`src/shared/ris_defines.vh`:
```
`ifndef RIS_DEFINES_VH
`define RIS_DEFINES_VH

// ----------------------------------------
// Boot record layout
// ----------------------------------------
`define RIS_BOOT_BASE   32'hFFFF_FF00
`define RIS_BOOT_WORDS  4'h8
`define RIS_BOOT_PROCESS_CONTROL_BLOCK   4'h1
`define RIS_BOOT_IP     4'h3
`define RIS_CHK_CONST   32'hFFFF_FFFF

// ----------------------------------------
// Control block layout
// ----------------------------------------
`define RIS_PROCESS_CONTROL_BLOCK_WORDS  4'h5
`define RIS_PROCESS_CONTROL_BLOCK_CFG    4'h4
`define RIS_NUM_PTRS    4

// ----------------------------------------
// Pin levels in reset and hold; fail level in reset only
// ----------------------------------------
`define RIS_ALE_IDLE    1'h0
`define RIS_ADS_IDLE    1'h1
`define RIS_BE_IDLE     4'hF
`define RIS_WR_IDLE     1'h0
`define RIS_DTR_IDLE    1'h0
`define RIS_DEN_IDLE    1'h1
`define RIS_BURST_LAST_IDLE  1'h1
`define RIS_FAIL_RESET  1'h0

`endif

```
`src/hw/ris_sync.v`:
```
`timescale 1ns/1ps
module ris_sync
(
  input  wire       i_sys_clk,
  input  wire       i_rst,
  input  wire       i_reset_n,
  input  wire [1:0] i_lvl,
  output wire       o_in_reset,
  output wire [1:0] o_lvl
);
  reg [1:0] rchain;
  reg [1:0] s1;
  reg [1:0] s2;

  // Assert at once, release after two clean edges
  always @(posedge i_sys_clk or negedge i_reset_n)
  begin
    if (!i_reset_n)
      rchain <= 2'h0;
    else if (i_rst)
      rchain <= 2'h0;
    else
      rchain <= {rchain[0], 1'b1};
  end

  always @(posedge i_sys_clk)
  begin
    if (i_rst)
    begin
      s1 <= 2'h0;
      s2 <= 2'h0;
    end
    else
    begin
      s1 <= i_lvl;
      s2 <= s1;
    end
  end

  assign o_in_reset = ~rchain[1];
  assign o_lvl      = s2;
endmodule // ris_sync

```
`src/hw/ris_word_reader.v`:
```
`timescale 1ns/1ps
module ris_word_reader
(
  input  wire        i_sys_clk,
  input  wire        i_rst_a,
  input  wire        i_start,
  input  wire [31:0] i_base,
  input  wire [3:0]  i_count,
  input  wire        i_stall,
  output reg         o_mem_req,
  output reg  [31:0] o_mem_addr,
  input  wire        i_mem_ack,
  input  wire [31:0] i_mem_data,
  output reg         o_word_vld,
  output reg  [3:0]  o_word_idx,
  output reg  [31:0] o_word,
  output reg         o_done
);
  reg [3:0] idx;
  reg [3:0] cnt;
  reg       busy;

  always @(posedge i_sys_clk or posedge i_rst_a)
  begin
    if (i_rst_a)
    begin
      o_mem_req  <= 1'b0;
      o_mem_addr <= 32'h0;
      o_word_vld <= 1'b0;
      o_word_idx <= 4'h0;
      o_word     <= 32'h0;
      o_done     <= 1'b0;
      idx        <= 4'h0;
      cnt        <= 4'h0;
      busy       <= 1'b0;
    end
    else
    begin
      o_word_vld <= 1'b0;
      o_done     <= 1'b0;
      if (i_start)
      begin
        busy       <= 1'b1;
        idx        <= 4'h0;
        cnt        <= i_count;
        o_mem_addr <= i_base;
        o_mem_req  <= 1'b0;
      end
      else if (busy && o_mem_req && i_mem_ack)
      begin
        o_mem_req  <= 1'b0;
        o_word_vld <= 1'b1;
        o_word_idx <= idx;
        o_word     <= i_mem_data;
        o_mem_addr <= o_mem_addr + 32'h4;
        idx        <= idx + 4'h1;
        if ((idx + 4'h1) == cnt)
        begin
          busy   <= 1'b0;
          o_done <= 1'b1;
        end
      end
      // New reads wait while the bus is lent out
      else if (busy && !o_mem_req && !i_stall)
        o_mem_req <= 1'b1;
    end
  end
endmodule // ris_word_reader

```
`src/hw/ris_reset_init_seq.v`:
```
`timescale 1ns/1ps
`include "ris_defines.vh"

// Behaviour
// RL1: Quiescent, pins inactive, state forced in reset
// RL2: Initialization starts only after reset release
// RL3: Read boot record for IP and PROCESS_CONTROL_BLOCK
// RL4: Configure from control block information
// RL5: Cache system structure pointers internally
// RL6: Software re-init with new PROCESS_CONTROL_BLOCK and IP
// RL7: Run bus confidence and internal self tests
// RL8: Self-test select decides built-in self test
// RL9: Branch to first user instruction when done
// RL10: Reset input level-sensitive and asynchronous
// RL11: Grant bus hold while in reset
// RL12: Keep hold grant until request drops
// RL13: System holds warm reset minimum cycles
// RL14: System holds cold reset until clock stable
// RL15: Only the reset pin enters reset
// RL16: Reset sets internal registers to defined values
// RL17: Float bus, low address, status; ALE low
// RL18: Strobes high, direction low, fail low
// RL19: Self-test select sampled at reset rising edge
// RL20: Reset release synchronised to clock
module ris_reset_init_seq
(
  input  wire         i_sys_clk,
  input  wire         i_rst,
  input  wire         i_reset_n,
  input  wire         i_self_test_select,
  input  wire         i_bus_hold_req,
  input  wire         i_core_hold_ok,
  input  wire         i_reinit,
  input  wire [31:0]  i_reinit_process_control_block,
  input  wire [31:0]  i_reinit_ip,
  output wire         o_mem_req,
  output wire [31:0]  o_mem_addr,
  input  wire         i_mem_ack,
  input  wire [31:0]  i_mem_data,
  output reg          o_bist_start,
  input  wire         i_bist_done,
  input  wire         i_bist_pass,
  input  wire [31:0]  i_core_ad,
  input  wire         i_core_ad_oe,
  input  wire         i_core_ale,
  input  wire         i_core_ads_n,
  input  wire [1:0]   i_core_low_addr,
  input  wire         i_core_low_addr_oe,
  input  wire [3:0]   i_core_be_n,
  input  wire [1:0]   i_core_whs,
  input  wire         i_core_whs_oe,
  input  wire         i_core_dc,
  input  wire         i_core_dc_oe,
  input  wire         i_core_wr,
  input  wire         i_core_dtr,
  input  wire         i_core_den_n,
  input  wire         i_core_burst_last_n,
  output reg  [31:0]  o_addr_data_bus,
  output reg          o_addr_data_bus_oe,
  output reg          o_addr_latch,
  output reg          o_address_strobe_n,
  output reg  [1:0]   o_low_address_bits,
  output reg          o_low_address_bits_oe,
  output reg  [3:0]   o_byte_lane_selects_n,
  output reg  [1:0]   o_width_halt_status,
  output reg          o_width_halt_status_oe,
  output reg          o_data_code_status,
  output reg          o_data_code_status_oe,
  output reg          o_write_read,
  output reg          o_transceiver_direction,
  output reg          o_data_enable_strobe_n,
  output reg          o_burst_last_n,
  output reg          o_bus_hold_grant,
  output reg          o_fail_n,
  output wire         o_in_reset,
  output wire         o_init_busy,
  output reg          o_branch,
  output reg  [31:0]  o_branch_ip,
  output reg  [31:0]  o_process_control_block_addr,
  output reg  [31:0]  o_config,
  output wire [127:0] o_sys_ptrs
);

  // ----------------------------------------
  // States
  // ----------------------------------------
  localparam [2:0] S_RESET  = 3'h0;
  localparam [2:0] S_BIST   = 3'h1;
  localparam [2:0] S_BOOT   = 3'h2;
  localparam [2:0] S_CHECK  = 3'h3;
  localparam [2:0] S_PROCESS_CONTROL_BLOCK   = 3'h4;
  localparam [2:0] S_BRANCH = 3'h5;
  localparam [2:0] S_RUN    = 3'h6;
  localparam [2:0] S_FAIL   = 3'h7;

  wire        rst_a;
  wire [1:0]  lvl_s;
  wire        hold_s;
  wire        self_test_select_s;
  wire        wvld;
  wire [3:0]  widx;
  wire [31:0] word;
  wire        rd_done;
  wire [31:0] chk;
  reg  [2:0]  state;
  reg         bist_sel;
  reg         rd_start;
  reg  [31:0] rd_base;
  reg  [3:0]  rd_cnt;
  reg  [31:0] sum;
  reg  [31:0] boot_ip;

  reg  [31:0] next_ad;
  reg         next_ad_oe;
  reg         next_ale;
  reg         next_ads_n;
  reg  [1:0]  next_low;
  reg         next_low_oe;
  reg  [3:0]  next_be_n;
  reg  [1:0]  next_whs;
  reg         next_whs_oe;
  reg         next_dc;
  reg         next_dc_oe;
  reg         next_wr;
  reg         next_dtr;
  reg         next_den_n;
  reg         next_burst_last_n;

  function word_hit;
    input       vld;
    input [3:0] idx;
    input [3:0] k;
    begin
      word_hit = vld && (idx == k);
    end
  endfunction

  // ----------------------------------------
  // Reset and input synchronisers
  // ----------------------------------------
  // Reset asserts at once, releases on the clock
  ris_sync u_sync // [RL10] [RL20]
  (
    .i_sys_clk  (i_sys_clk),
    .i_rst      (i_rst),
    .i_reset_n  (i_reset_n),
    .i_lvl      ({i_self_test_select, i_bus_hold_req}),
    .o_in_reset (rst_a),
    .o_lvl      (lvl_s)
  );

  assign hold_s     = lvl_s[0];
  assign self_test_select_s    = lvl_s[1];
  assign o_in_reset = rst_a; // [RL15]

  // ----------------------------------------
  // Boot record and control block reads
  // ----------------------------------------
  ris_word_reader u_reader
  (
    .i_sys_clk  (i_sys_clk),
    .i_rst_a    (rst_a),
    .i_start    (rd_start),
    .i_base     (rd_base),
    .i_count    (rd_cnt),
    .i_stall    (o_bus_hold_grant),
    .o_mem_req  (o_mem_req),
    .o_mem_addr (o_mem_addr),
    .i_mem_ack  (i_mem_ack),
    .i_mem_data (i_mem_data),
    .o_word_vld (wvld),
    .o_word_idx (widx),
    .o_word     (word),
    .o_done     (rd_done)
  );

  // ----------------------------------------
  // Self-test select capture
  // ----------------------------------------
  // Last level seen while in reset is the one at release
  always @(posedge i_sys_clk)
  begin
    if (i_rst)
      bist_sel <= 1'b0;
    else if (rst_a)
      bist_sel <= self_test_select_s; // [RL19] [RL8]
  end

  // ----------------------------------------
  // Bus hold grant
  // ----------------------------------------
  // Not cleared by the reset pin, so a hold in
  // progress survives a warm reset
  always @(posedge i_sys_clk)
  begin
    if (i_rst)
      o_bus_hold_grant <= 1'b0;
    else if (rst_a)
      o_bus_hold_grant <= hold_s; // [RL11]
    else if (o_bus_hold_grant)
      o_bus_hold_grant <= hold_s; // [RL12]
    else
      o_bus_hold_grant <= hold_s & i_core_hold_ok;
  end

  // ----------------------------------------
  // Initialization sequencer
  // ----------------------------------------
  assign chk         = sum + `RIS_CHK_CONST;
  assign o_init_busy = (state != S_RUN) && (state != S_FAIL);

  always @(posedge i_sys_clk or posedge rst_a)
  begin
    if (rst_a)
    begin
      state        <= S_RESET; // [RL1] [RL16]
      o_fail_n     <= `RIS_FAIL_RESET;
      o_bist_start <= 1'b0;
      rd_start     <= 1'b0;
      rd_base      <= 32'h0;
      rd_cnt       <= 4'h0;
      sum          <= 32'h0;
      boot_ip      <= 32'h0;
      o_process_control_block_addr  <= 32'h0;
      o_config     <= 32'h0;
      o_branch     <= 1'b0;
      o_branch_ip  <= 32'h0;
    end
    else
    begin
      o_bist_start <= 1'b0;
      rd_start     <= 1'b0;
      o_branch     <= 1'b0;
      case (state)
        S_RESET:
        begin
          // First cycle after release
          sum <= 32'h0;
          if (bist_sel)
          begin
            o_bist_start <= 1'b1; // [RL2] [RL7] [RL8]
            state        <= S_BIST;
          end
          else
          begin
            rd_start <= 1'b1; // [RL2]
            rd_base  <= `RIS_BOOT_BASE;
            rd_cnt   <= `RIS_BOOT_WORDS;
            state    <= S_BOOT;
          end
        end
        S_BIST:
        begin
          if (i_bist_done && i_bist_pass)
          begin
            rd_start <= 1'b1;
            rd_base  <= `RIS_BOOT_BASE;
            rd_cnt   <= `RIS_BOOT_WORDS;
            state    <= S_BOOT;
          end
          else if (i_bist_done)
            state <= S_FAIL;
        end
        S_BOOT:
        begin
          if (wvld)
            sum <= sum + word; // [RL7]
          if (word_hit(wvld, widx, `RIS_BOOT_IP))
            boot_ip <= word; // [RL3]
          if (word_hit(wvld, widx, `RIS_BOOT_PROCESS_CONTROL_BLOCK))
            o_process_control_block_addr <= word; // [RL3]
          if (rd_done)
            state <= S_CHECK;
        end
        S_CHECK:
        begin
          // Bus confidence: words plus all-ones sum to zero
          if (chk == 32'h0)
          begin
            o_fail_n <= 1'b1; // [RL7]
            rd_start <= 1'b1;
            rd_base  <= o_process_control_block_addr;
            rd_cnt   <= `RIS_PROCESS_CONTROL_BLOCK_WORDS;
            state    <= S_PROCESS_CONTROL_BLOCK;
          end
          else
            state <= S_FAIL;
        end
        S_PROCESS_CONTROL_BLOCK:
        begin
          if (word_hit(wvld, widx, `RIS_PROCESS_CONTROL_BLOCK_CFG))
            o_config <= word; // [RL4]
          if (rd_done)
            state <= S_BRANCH;
        end
        S_BRANCH:
        begin
          o_branch    <= 1'b1; // [RL9]
          o_branch_ip <= boot_ip;
          state       <= S_RUN;
        end
        S_RUN:
        begin
          // Re-init skips the boot record and the tests
          if (i_reinit)
          begin
            o_process_control_block_addr <= i_reinit_process_control_block; // [RL6]
            boot_ip     <= i_reinit_ip;
            rd_start    <= 1'b1;
            rd_base     <= i_reinit_process_control_block;
            rd_cnt      <= `RIS_PROCESS_CONTROL_BLOCK_WORDS;
            state       <= S_PROCESS_CONTROL_BLOCK;
          end
        end
        S_FAIL:
        begin
          // Stuck until the reset pin is pulsed
          o_fail_n <= 1'b0;
        end
        default:
          state <= S_FAIL;
      endcase
    end
  end

  // ----------------------------------------
  // Cached system pointers
  // ----------------------------------------
  genvar gi;
  generate
    for (gi = 0; gi < `RIS_NUM_PTRS; gi = gi + 1)
    begin : g_ptr
      localparam [31:0] KW = gi;
      localparam [3:0]  K  = KW[3:0];
      reg [31:0] ptr;
      always @(posedge i_sys_clk or posedge rst_a)
      begin
        if (rst_a)
          ptr <= 32'h0;
        else if ((state == S_PROCESS_CONTROL_BLOCK) && word_hit(wvld, widx, K))
          ptr <= word; // [RL5] [RL4]
      end
      assign o_sys_ptrs[gi*32 +: 32] = ptr;
    end
  endgenerate

  // ----------------------------------------
  // Pin drive
  // ----------------------------------------
  // Hold levels match reset levels; core owns the
  // pins only when the bus is not lent out
  always @*
  begin
    next_ad      = 32'h0;
    next_ad_oe   = 1'b0;
    next_ale     = `RIS_ALE_IDLE;
    next_ads_n   = `RIS_ADS_IDLE;
    next_low     = 2'h0;
    next_low_oe  = 1'b0;
    next_be_n    = `RIS_BE_IDLE;
    next_whs     = 2'h0;
    next_whs_oe  = 1'b0;
    next_dc      = 1'b0;
    next_dc_oe   = 1'b0;
    next_wr      = `RIS_WR_IDLE;
    next_dtr     = `RIS_DTR_IDLE;
    next_den_n   = `RIS_DEN_IDLE;
    next_burst_last_n = `RIS_BURST_LAST_IDLE;
    if (!o_bus_hold_grant)
    begin
      next_ad      = i_core_ad;
      next_ad_oe   = i_core_ad_oe;
      next_ale     = i_core_ale;
      next_ads_n   = i_core_ads_n;
      next_low     = i_core_low_addr;
      next_low_oe  = i_core_low_addr_oe;
      next_be_n    = i_core_be_n;
      next_whs     = i_core_whs;
      next_whs_oe  = i_core_whs_oe;
      next_dc      = i_core_dc;
      next_dc_oe   = i_core_dc_oe;
      next_wr      = i_core_wr;
      next_dtr     = i_core_dtr;
      next_den_n   = i_core_den_n;
      next_burst_last_n = i_core_burst_last_n;
    end
  end

  always @(posedge i_sys_clk or posedge rst_a)
  begin
    if (rst_a)
    begin
      o_addr_data_bus         <= 32'h0;
      o_addr_data_bus_oe      <= 1'b0; // [RL17]
      o_addr_latch            <= `RIS_ALE_IDLE; // [RL17]
      o_address_strobe_n      <= `RIS_ADS_IDLE; // [RL18]
      o_low_address_bits      <= 2'h0;
      o_low_address_bits_oe   <= 1'b0; // [RL17]
      o_byte_lane_selects_n   <= `RIS_BE_IDLE; // [RL18]
      o_width_halt_status     <= 2'h0;
      o_width_halt_status_oe  <= 1'b0; // [RL17]
      o_data_code_status      <= 1'b0;
      o_data_code_status_oe   <= 1'b0; // [RL17]
      o_write_read            <= `RIS_WR_IDLE; // [RL18]
      o_transceiver_direction <= `RIS_DTR_IDLE; // [RL18]
      o_data_enable_strobe_n  <= `RIS_DEN_IDLE; // [RL18]
      o_burst_last_n          <= `RIS_BURST_LAST_IDLE; // [RL18] [RL1]
    end
    else
    begin
      o_addr_data_bus         <= next_ad;
      o_addr_data_bus_oe      <= next_ad_oe;
      o_addr_latch            <= next_ale;
      o_address_strobe_n      <= next_ads_n;
      o_low_address_bits      <= next_low;
      o_low_address_bits_oe   <= next_low_oe;
      o_byte_lane_selects_n   <= next_be_n;
      o_width_halt_status     <= next_whs;
      o_width_halt_status_oe  <= next_whs_oe;
      o_data_code_status      <= next_dc;
      o_data_code_status_oe   <= next_dc_oe;
      o_write_read            <= next_wr;
      o_transceiver_direction <= next_dtr;
      o_data_enable_strobe_n  <= next_den_n;
      o_burst_last_n          <= next_burst_last_n;
    end
  end

endmodule // ris_reset_init_seq

```
`config.mk`:
```
export PLATFORM = sky130hd
export DESIGN_NAME = ris_reset_init_seq
export DESIGN_NICKNAME = d
export VERILOG_FILES = /design/src/hw/ris_sync.v /design/src/hw/ris_word_reader.v /design/src/hw/ris_reset_init_seq.v
export VERILOG_INCLUDE_DIRS = /design/src /design/src/shared
export SDC_FILE = /design/constraint.sdc
export NUM_CORES = 1
export LEC_CHECK = 0
export ABC_AREA = 1
export BUFFER_PORTS_ARGS = -buffer_cell sky130_fd_sc_hd__clkbuf_2
export CAP_MARGIN = 5
export CORE_UTILIZATION = 35
export CTS_BUF_LIST = sky130_fd_sc_hd__clkbuf_4
export DETAILED_ROUTE_END_ITERATION = 8
export GPL_ROUTABILITY_DRIVEN = 0
export HOLD_SLACK_MARGIN = 0.12
export PLACE_DENSITY_LB_ADDON = 0.2
export SLEW_MARGIN = 20
export SYNTH_ARGS = -nofsm -noshare
export SYNTH_HDL_FRONTEND = slang
export SYNTH_HIERARCHICAL = 1
export SYNTH_SLANG_ARGS = --single-unit
export TNS_END_PERCENT = 30
```
`constraint.sdc`:
```
create_clock -name i_sys_clk -period 13.6 [get_ports i_sys_clk]
set_clock_uncertainty 0.05 [all_clocks]
set_input_delay 0.68 -clock i_sys_clk [delete_from_list [all_inputs] [get_ports i_sys_clk]]
set_output_delay 0.68 -clock i_sys_clk [all_outputs]
set_load 0.01 [all_outputs]
```
=== Yosys cells after proc, flatten, opt, wreduce, memory -nomap -nowiden ===
Cells that the tools add are included.

* Flip-flop bits (word level): 470
* Logic and storage cells: 181

* Add/sub/neg operators: 4
* Eq/ne operators: 24
* Mux-type cells: 68
* Bitwise gates (word level): 3
* Reduce and logical (&&, ||, !) cells: 37

{| class="wikitable"
|+ Operators with widths
! cell !! count
|-
| $mux W32 || 11
|-
| $pmux W32 S2 || 3
|-
| $pmux W32 S4 || 1
|-
| $add A32 B3 Y32 const B || 1
|-
| $add A32 B32 Y32 || 1
|-
| $add A32 B32 Y32 const B || 1
|-
| $logic_not A32 Y1 || 1
|-
| $mux W1 || 32
|-
| $mux W4 || 7
|-
| $pmux W3 S7 || 1
|-
| $pmux W4 S4 || 1
|-
| $logic_and A1 B1 Y1 || 15
|-
| $mux W3 || 5
|-
| $eq A3 B3 Y1 const B || 4
|-
| $ne A2 B2 Y1 const B || 6
|-
| $mux W2 || 5
|-
| $reduce_and A2 Y1 || 5
|-
| $reduce_and A5 Y1 || 2
|-
| $reduce_bool A2 Y1 || 5
|-
| $ne A3 B3 Y1 const B || 3
|-
| $eq A4 B2 Y1 const B || 2
|-
| $reduce_bool A7 Y1 || 1
|-
| $eq A3 B2 Y1 const B || 2
|-
| $ne A2 B1 Y1 const B || 3
|-
| other kinds (15) || 18
|}

=== Longest topological paths before layout ===
* Word-level depth: 6
* Depth in mapped cells: 16

=== Modules after synthesis ===
Netlist, hierarchy kept.

{| class="wikitable"
|+ By module, submodules not included
! module !! times used !! cells each !! area an instance (µm²) !! seq. area each (µm²)
|-
| ris_reset_init_seq || 1 || 2080 || 17195.2 || 9557.9
|-
| ris_word_reader || 1 || 581 || 4187.8 || 2001.9
|-
| ris_sync || 1 || 18 || 175.2 || 130.1
|}

=== Least setup slack after synthesis ===
OpenSTA, ideal clock, no wires.

* Path type: reg-to-reg
* Start: register u_sync.rchain[1]
* End: register bist_sel
* Library setup time: 0.482 ns
* Arrival: 8.681 ns
* Required time: 13.068 ns
* Setup slack: 4.387 ns
* Cell stages (with the launch flop): 4
* Buffers on the path: 0
* Path through: dfrtp_1 -> inv_1 -> inv_1 -> a211oi_1

{| class="wikitable"
|+ RTL lines
! what !! line !! text
|-
| start: declaration || ris_sync.v:11 || <nowiki>reg [1:0] rchain;</nowiki>
|-
| start signal: assignment || ris_sync.v:23 || <nowiki>rchain <= {rchain[0], 1'b1};</nowiki>
|-
| end signal: assignment || ris_reset_init_seq.v:186 || <nowiki>bist_sel <= self_test_select_s;</nowiki>
|-
| end: declaration || ris_reset_init_seq.v:106 || <nowiki>reg bist_sel;</nowiki>
|}

No word-level cell between the ends.

=== Final worst setup path ===
* Start: register sum[2]
* End: register rd_base[4]

* Word-level cells in the longest chain between the ends: 4

{| class="wikitable"
|+ RTL lines
! what !! line !! text
|-
| start: declaration || ris_reset_init_seq.v:110 || <nowiki>reg [31:0] sum;</nowiki>
|-
| start signal: assignment || ris_reset_init_seq.v:267 || <nowiki>sum <= sum + word;</nowiki>
|-
| $add A32 B32 Y32 (no source line) || n/a ||
|-
| $logic_not A32 Y1 || ris_reset_init_seq.v:278 || <nowiki>if (chk == 32'h0)</nowiki>
|-
| $ne A2 B2 Y1 (no source line) || n/a ||
|-
| $reduce_and A5 Y1 (no source line) || n/a ||
|-
| end signal: assignment || ris_reset_init_seq.v:257 || <nowiki>rd_base <= `RIS_BOOT_BASE;</nowiki>
|-
| end signal: assignment || ris_reset_init_seq.v:282 || <nowiki>rd_base <= o_process_control_block_addr;</nowiki>
|-
| end signal: assignment || ris_reset_init_seq.v:310 || <nowiki>rd_base <= i_reinit_process_control_block;</nowiki>
|-
| end: declaration || ris_reset_init_seq.v:108 || <nowiki>reg [31:0] rd_base;</nowiki>
|}

No other way between the ends.
A chain may end at the register's enable or synchronous reset.

==> flow_summary.html <==
<table>
<tr><th>Metric</th><th>Value</th></tr>
<tr><th colspan="2">GRT</th></tr>
<tr><td>Vias in the first global route</td><td>21358</td></tr>
<tr><td>GRT met1 Usage</td><td>29.34%</td></tr>
<tr><td>Residual overflow from global routing</td><td>0</td></tr>
<tr><td>Antenna violations before repair</td><td>2</td></tr>
<tr><td>Wire length of the first global-routing pass</td><td>121100 um</td></tr>
<tr><td>Grt met2 use</td><td>41.99%</td></tr>
<tr><td>Total Routing Usage GR</td><td>25.11%</td></tr>
<tr><td>Most Crowded Layer GR</td><td>met2</td></tr>
<tr><td>Met3 Use GR</td><td>6.807%</td></tr>
<tr><td>Pin count of the biggest net entering global routing</td><td>181</td></tr>
<tr><th colspan="2">Yosys</th></tr>
<tr><td>Top cell type's share of synthesized area</td><td>52.81%</td></tr>
<tr><td>Synthesized net count</td><td>2870</td></tr>
<tr><td>Cell taking the most area after synthesis</td><td>sky130_fd_sc_hd__dfrtp_1</td></tr>
<tr><td>EDFF count, synth</td><td>0</td></tr>
<tr><td>Top FF cell, synth</td><td>sky130_fd_sc_hd__dfrtp_1</td></tr>
<tr><td>Mapped cell area</td><td>0.02156 mm2</td></tr>
<tr><td>Post-synth cell types</td><td>47</td></tr>
<tr><td>Yosys warns</td><td>6</td></tr>
<tr><td>Synthesis-stage register bit count</td><td>468</td></tr>
<tr><td>Mean post-synth cell area</td><td>8.047 um2</td></tr>
<tr><td>Share of the yosys chip area belonging to registers</td><td>54.23%</td></tr>
<tr><td>Gate count of the mapped netlist</td><td>2679</td></tr>
<tr><td>Synth area leaders</td><td>sky130_fd_sc_hd__dfrtp_1, sky130_fd_sc_hd__nand2_1, sky130_fd_sc_hd__o21ai_0</td></tr>
<tr><td>Fraction of registers with async set/reset</td><td>98.72%</td></tr>
<tr><th colspan="2">Clocking</th></tr>
<tr><td>CTS tree</td><td>yes</td></tr>
<tr><td># hold bufs at CTS</td><td>156</td></tr>
<tr><td>Setup Buffers After CTS</td><td>0</td></tr>
<tr><td>Resize count post-CTS</td><td>0</td></tr>
<tr><td>Source-to-sink clock delay at the later pin of the worst-skew pair</td><td>970 ps</td></tr>
<tr><td>Register clock-pin slew on the reported worst setup and hold paths</td><td>70 ps</td></tr>
<tr><td>Clock Tree Buf Depth</td><td>3</td></tr>
<tr><td>Count of clock tree sinks</td><td>468</td></tr>
<tr><td>Maximum level of the CTS H-tree</td><td>4</td></tr>
<tr><td>Cell chosen for the clock root</td><td>sky130_fd_sc_hd__clkbuf_4</td></tr>
<tr><td>Number of CTS-inserted buffers</td><td>133</td></tr>
<tr><th colspan="2">Timing</th></tr>
<tr><td>Portion of the clock cycle consumed by the worst path in the final layout</td><td>22.01%</td></tr>
<tr><td>Final min period</td><td>2993 ps</td></tr>
<tr><td>Worst max-slew margin expressed relative to the limit</td><td>32.65%</td></tr>
<tr><td>Unrepaired setup endpoints after global routing</td><td>no</td></tr>
<tr><td>Final Hold Viols</td><td>0</td></tr>
<tr><td>Setup Total Neg Slack</td><td>0 ps</td></tr>
<tr><td>Slew @ Worst Pin</td><td>1009 ps</td></tr>
<tr><td>Final worst hold slack</td><td>226.5 ps</td></tr>
<tr><td># setup viols final</td><td>0</td></tr>
<tr><td>Achievable clock frequency</td><td>334.1 MHz</td></tr>
<tr><td>Max-slew violation count</td><td>0</td></tr>
<tr><th colspan="2">Floorplan</th></tr>
<tr><td>Number of placement rows</td><td>90</td></tr>
<tr><td>Area of the die</td><td>0.06259 mm2</td></tr>
<tr><td>DIE HEIGHT</td><td>250.2 um</td></tr>
<tr><td>Core outline area</td><td>0.06058 mm2</td></tr>
<tr><td>Initial core utilization</td><td>35.58%</td></tr>
<tr><td>Horiz. Die Dim</td><td>250.2 um</td></tr>
<tr><td>Number of top-level pins</td><td>471</td></tr>
<tr><th colspan="2">Worst setup path</th></tr>
<tr><td>Kind of capture point of the worst setup path</td><td>register</td></tr>
<tr><td>Max stage delay cell, worst path</td><td>sky130_fd_sc_hd__nand2_4</td></tr>
<tr><td>Endpoint of the worst register-to-register path</td><td>rd_base[4]</td></tr>
<tr><td>Worst reg-to-reg setup slack</td><td>10610 ps</td></tr>
<tr><td>Library cell appearing most often on the critical path</td><td>sky130_fd_sc_hd__nand3_1</td></tr>
<tr><td>WP data arrival</td><td>3820 ps</td></tr>
<tr><td>Critical path, cell by cell</td><td>nor2_1, nand3_1, nor2_1, nand3_1, nand2_1, nand3_1, inv_1, nand3_1, nor2_2, nand3_4, nand2_4, nand2_1, nand2_1</td></tr>
<tr><td>Start of the worst register-to-register path</td><td>sum[2]</td></tr>
<tr><td>Top delay family on crit path</td><td>simple AND/OR/NAND/NOR gates</td></tr>
<tr><td>Maximum fanout count along the critical path</td><td>37</td></tr>
<tr><td>Length in cells of the worst reg-to-reg path</td><td>13</td></tr>
<tr><td>Req. time, crit path</td><td>14430 ps</td></tr>
<tr><td>Startpoint of the most critical setup path</td><td>sum[2]</td></tr>
<tr><td>Setup crit start kind</td><td>register</td></tr>
<tr><td>Number of buffers and inverters on the critical path</td><td>1</td></tr>
<tr><td>WS Path Type</td><td>register to register</td></tr>
<tr><td>Slowest cell delay on critical path</td><td>490 ps</td></tr>
<tr><th colspan="2">Layout</th></tr>
<tr><td>Area of all sequential standard cells</td><td>0.01169 mm2</td></tr>
<tr><td>Number of inserted filler cells in the final layout</td><td>6069</td></tr>
<tr><td>Combined area of the multi-input logic cells</td><td>0.008472 mm2</td></tr>
<tr><td>Fraction of layout cells with a size suffix above 1</td><td>22.01%</td></tr>
<tr><td>Area grow syn2layout</td><td>29.63%</td></tr>
<tr><td># nets final</td><td>3547</td></tr>
<tr><td>Most common cell after layout, fill and taps aside</td><td>sky130_fd_sc_hd__nand2_1</td></tr>
<tr><td>Commonest cells after routing, fill and taps aside</td><td>sky130_fd_sc_hd__nand2_1, sky130_fd_sc_hd__clkbuf_2, sky130_fd_sc_hd__dfrtp_1, sky130_fd_sc_hd__inv_1, sky130_fd_sc_hd__nor2_1</td></tr>
<tr><th colspan="2">Min path</th></tr>
<tr><td>Class of the tightest hold or removal check</td><td>register to async pin</td></tr>
<tr><th colspan="2">Placement</th></tr>
<tr><td>Number of I/O port buffers</td><td>470</td></tr>
<tr><td>Detail Placement HPWL</td><td>56310 um</td></tr>
<tr><th colspan="2">Power and ir drop</th></tr>
<tr><td>Worst vdd ir</td><td>0.00009986 V</td></tr>
<tr><td>Standby leakage power</td><td>14.61 nW</td></tr>
<tr><td>Pwr dens</td><td>216.4 mW/mm2</td></tr>
<tr><th colspan="2">Route</th></tr>
<tr><td>DRC Markers</td><td>0</td></tr>
<tr><td>Routed length per placed instance</td><td>18.58 um</td></tr>
<tr><td>Vias per cell</td><td>4.992</td></tr>
<tr><td>Vias</td><td>21125</td></tr>
<tr><td>Post-DRT Antenna Nets</td><td>0</td></tr>
<tr><td>Sum of routed wire length over all layers</td><td>78610 um</td></tr>
<tr><td>Iteration-0 DRC count of the detailed router</td><td>1509</td></tr>
<tr><td>Pre-antenna DRT Iters</td><td>5</td></tr>
<tr><th colspan="2">Flow run</th></tr>
<tr><td># Max-Cap Violations</td><td>0</td></tr>
<tr><th colspan="2">Status</th></tr>
<tr><td>Run status</td><td>completed</td></tr>
</table>
-- through the flow --
stage	std cells	worst slack (ps)	cell area (um2)	util [%]	power, mW
finish	4232	10610	27950	46.13	6.046
floorplan	2679	2529	21560	-	3.663
global route	4232	10310	27950	46.13	6.495
global placement	3846	10660	24620	40.64	4.616
CTS	4230	10530	27910	46.06	6.079
detailed placement	3846	10550	24620	40.64	4.656
-- worst register-to-register path, cell delays in order (launching register included) --
cell,delay [ps]
sky130_fd_sc_hd__dfrtp_1,410
sky130_fd_sc_hd__nor2_1,210
sky130_fd_sc_hd__nand3_1,220
sky130_fd_sc_hd__nor2_1,280
sky130_fd_sc_hd__nand3_1,170
sky130_fd_sc_hd__nand2_1,90
sky130_fd_sc_hd__nand3_1,60
sky130_fd_sc_hd__inv_1,60
sky130_fd_sc_hd__nand3_1,90
sky130_fd_sc_hd__nor2_2,170
sky130_fd_sc_hd__nand3_4,400
sky130_fd_sc_hd__nand2_4,510
sky130_fd_sc_hd__nand2_1,140
sky130_fd_sc_hd__nand2_1,80
-- logic make-up after synthesis --
logic type | count (synthesis) | synth area share [%]
xor+xnor | 18 | 0.7313
flops | 468 | 54.23
other cells | 1 | 0.01739
buf+inv | 368 | 6.692
fa+ha+maj | 34 | 2.008
compound gates | 436 | 11.02
simple gates | 1354 | 25.31
-- registers in the layout (all words and copies together), names as in the netlist, 32 cells and up --
register	cells
u_reader/o_word	32
rd_base	32
o_process_control_block_addr	32
sum	32
o_addr_data_bus	32
g_ptr.ptr	128
u_reader/o_mem_addr	32
o_branch_ip	32
boot_ip	32
o_config	32
-- how the worst max path moves through the flow --
stage | endpoint | depth (start not counted)
after floorplan | boot_ip[0] | 2
after global placement | boot_ip[26] | 10
after detailed placement | boot_ip[21] | 10
after CTS | boot_ip[21] | 10
after global routing | rd_base[4] | 15
final | rd_base[4] | 13
-- layout make-up --
type	instances	share of cell area (%)
Timing Repair Buffer	642	14.55
Clock buffer	192	5.158
Multi-Input combinational cell	1843	30.32
Sequential cell	468	41.84
Tap cell	782	3.501
Antenna cell	1	0.008955
Inverter	268	3.631
Clock inverter	36	0.9984
-- where the power goes --
part	total, mW	switching [mW]	internal (mW)
clock	1.36	0.644	0.713
sequential	2.31	0.475	1.84
combinational	2.37	1.59	0.787
-- routing by layer --
layer,part of all wire (%),vias up
met4,4.8,2
met3,8.0,208
met5,0.011,-
li1,-,9952
met1,39,10047
met2,48,916
-- cell usage after synthesis (4+ instances only) --
| master | instances |
|---|---|
| sky130_fd_sc_hd__nand2_1 | 899 |
| sky130_fd_sc_hd__dfrtp_1 | 455 |
| sky130_fd_sc_hd__inv_1 | 263 |
| sky130_fd_sc_hd__nor2_1 | 263 |
| sky130_fd_sc_hd__o21ai_0 | 256 |
| sky130_fd_sc_hd__nand3_1 | 121 |
| sky130_fd_sc_hd__clkbuf_1 | 65 |
| sky130_fd_sc_hd__a21oi_1 | 59 |
| sky130_fd_sc_hd__a31oi_1 | 59 |
| sky130_fd_sc_hd__ha_1 | 33 |
| sky130_fd_sc_hd__buf_2 | 28 |
| sky130_fd_sc_hd__o22ai_1 | 23 |
| sky130_fd_sc_hd__xor2_1 | 15 |
| sky130_fd_sc_hd__nor2_2 | 13 |
| sky130_fd_sc_hd__nor3_1 | 13 |
| sky130_fd_sc_hd__a22o_1 | 9 |
| sky130_fd_sc_hd__nand4_1 | 9 |
| sky130_fd_sc_hd__nand2_2 | 8 |
| sky130_fd_sc_hd__o21ai_1 | 8 |
| sky130_fd_sc_hd__dfstp_2 | 7 |
| sky130_fd_sc_hd__nor2_4 | 7 |
| sky130_fd_sc_hd__or2_2 | 7 |
| sky130_fd_sc_hd__dfxtp_1 | 6 |
| sky130_fd_sc_hd__o211ai_1 | 6 |
| sky130_fd_sc_hd__a21o_1 | 5 |
| sky130_fd_sc_hd__and2_1 | 5 |
| sky130_fd_sc_hd__inv_2 | 4 |
Note: power is estimated with default switching activity, not from simulation.
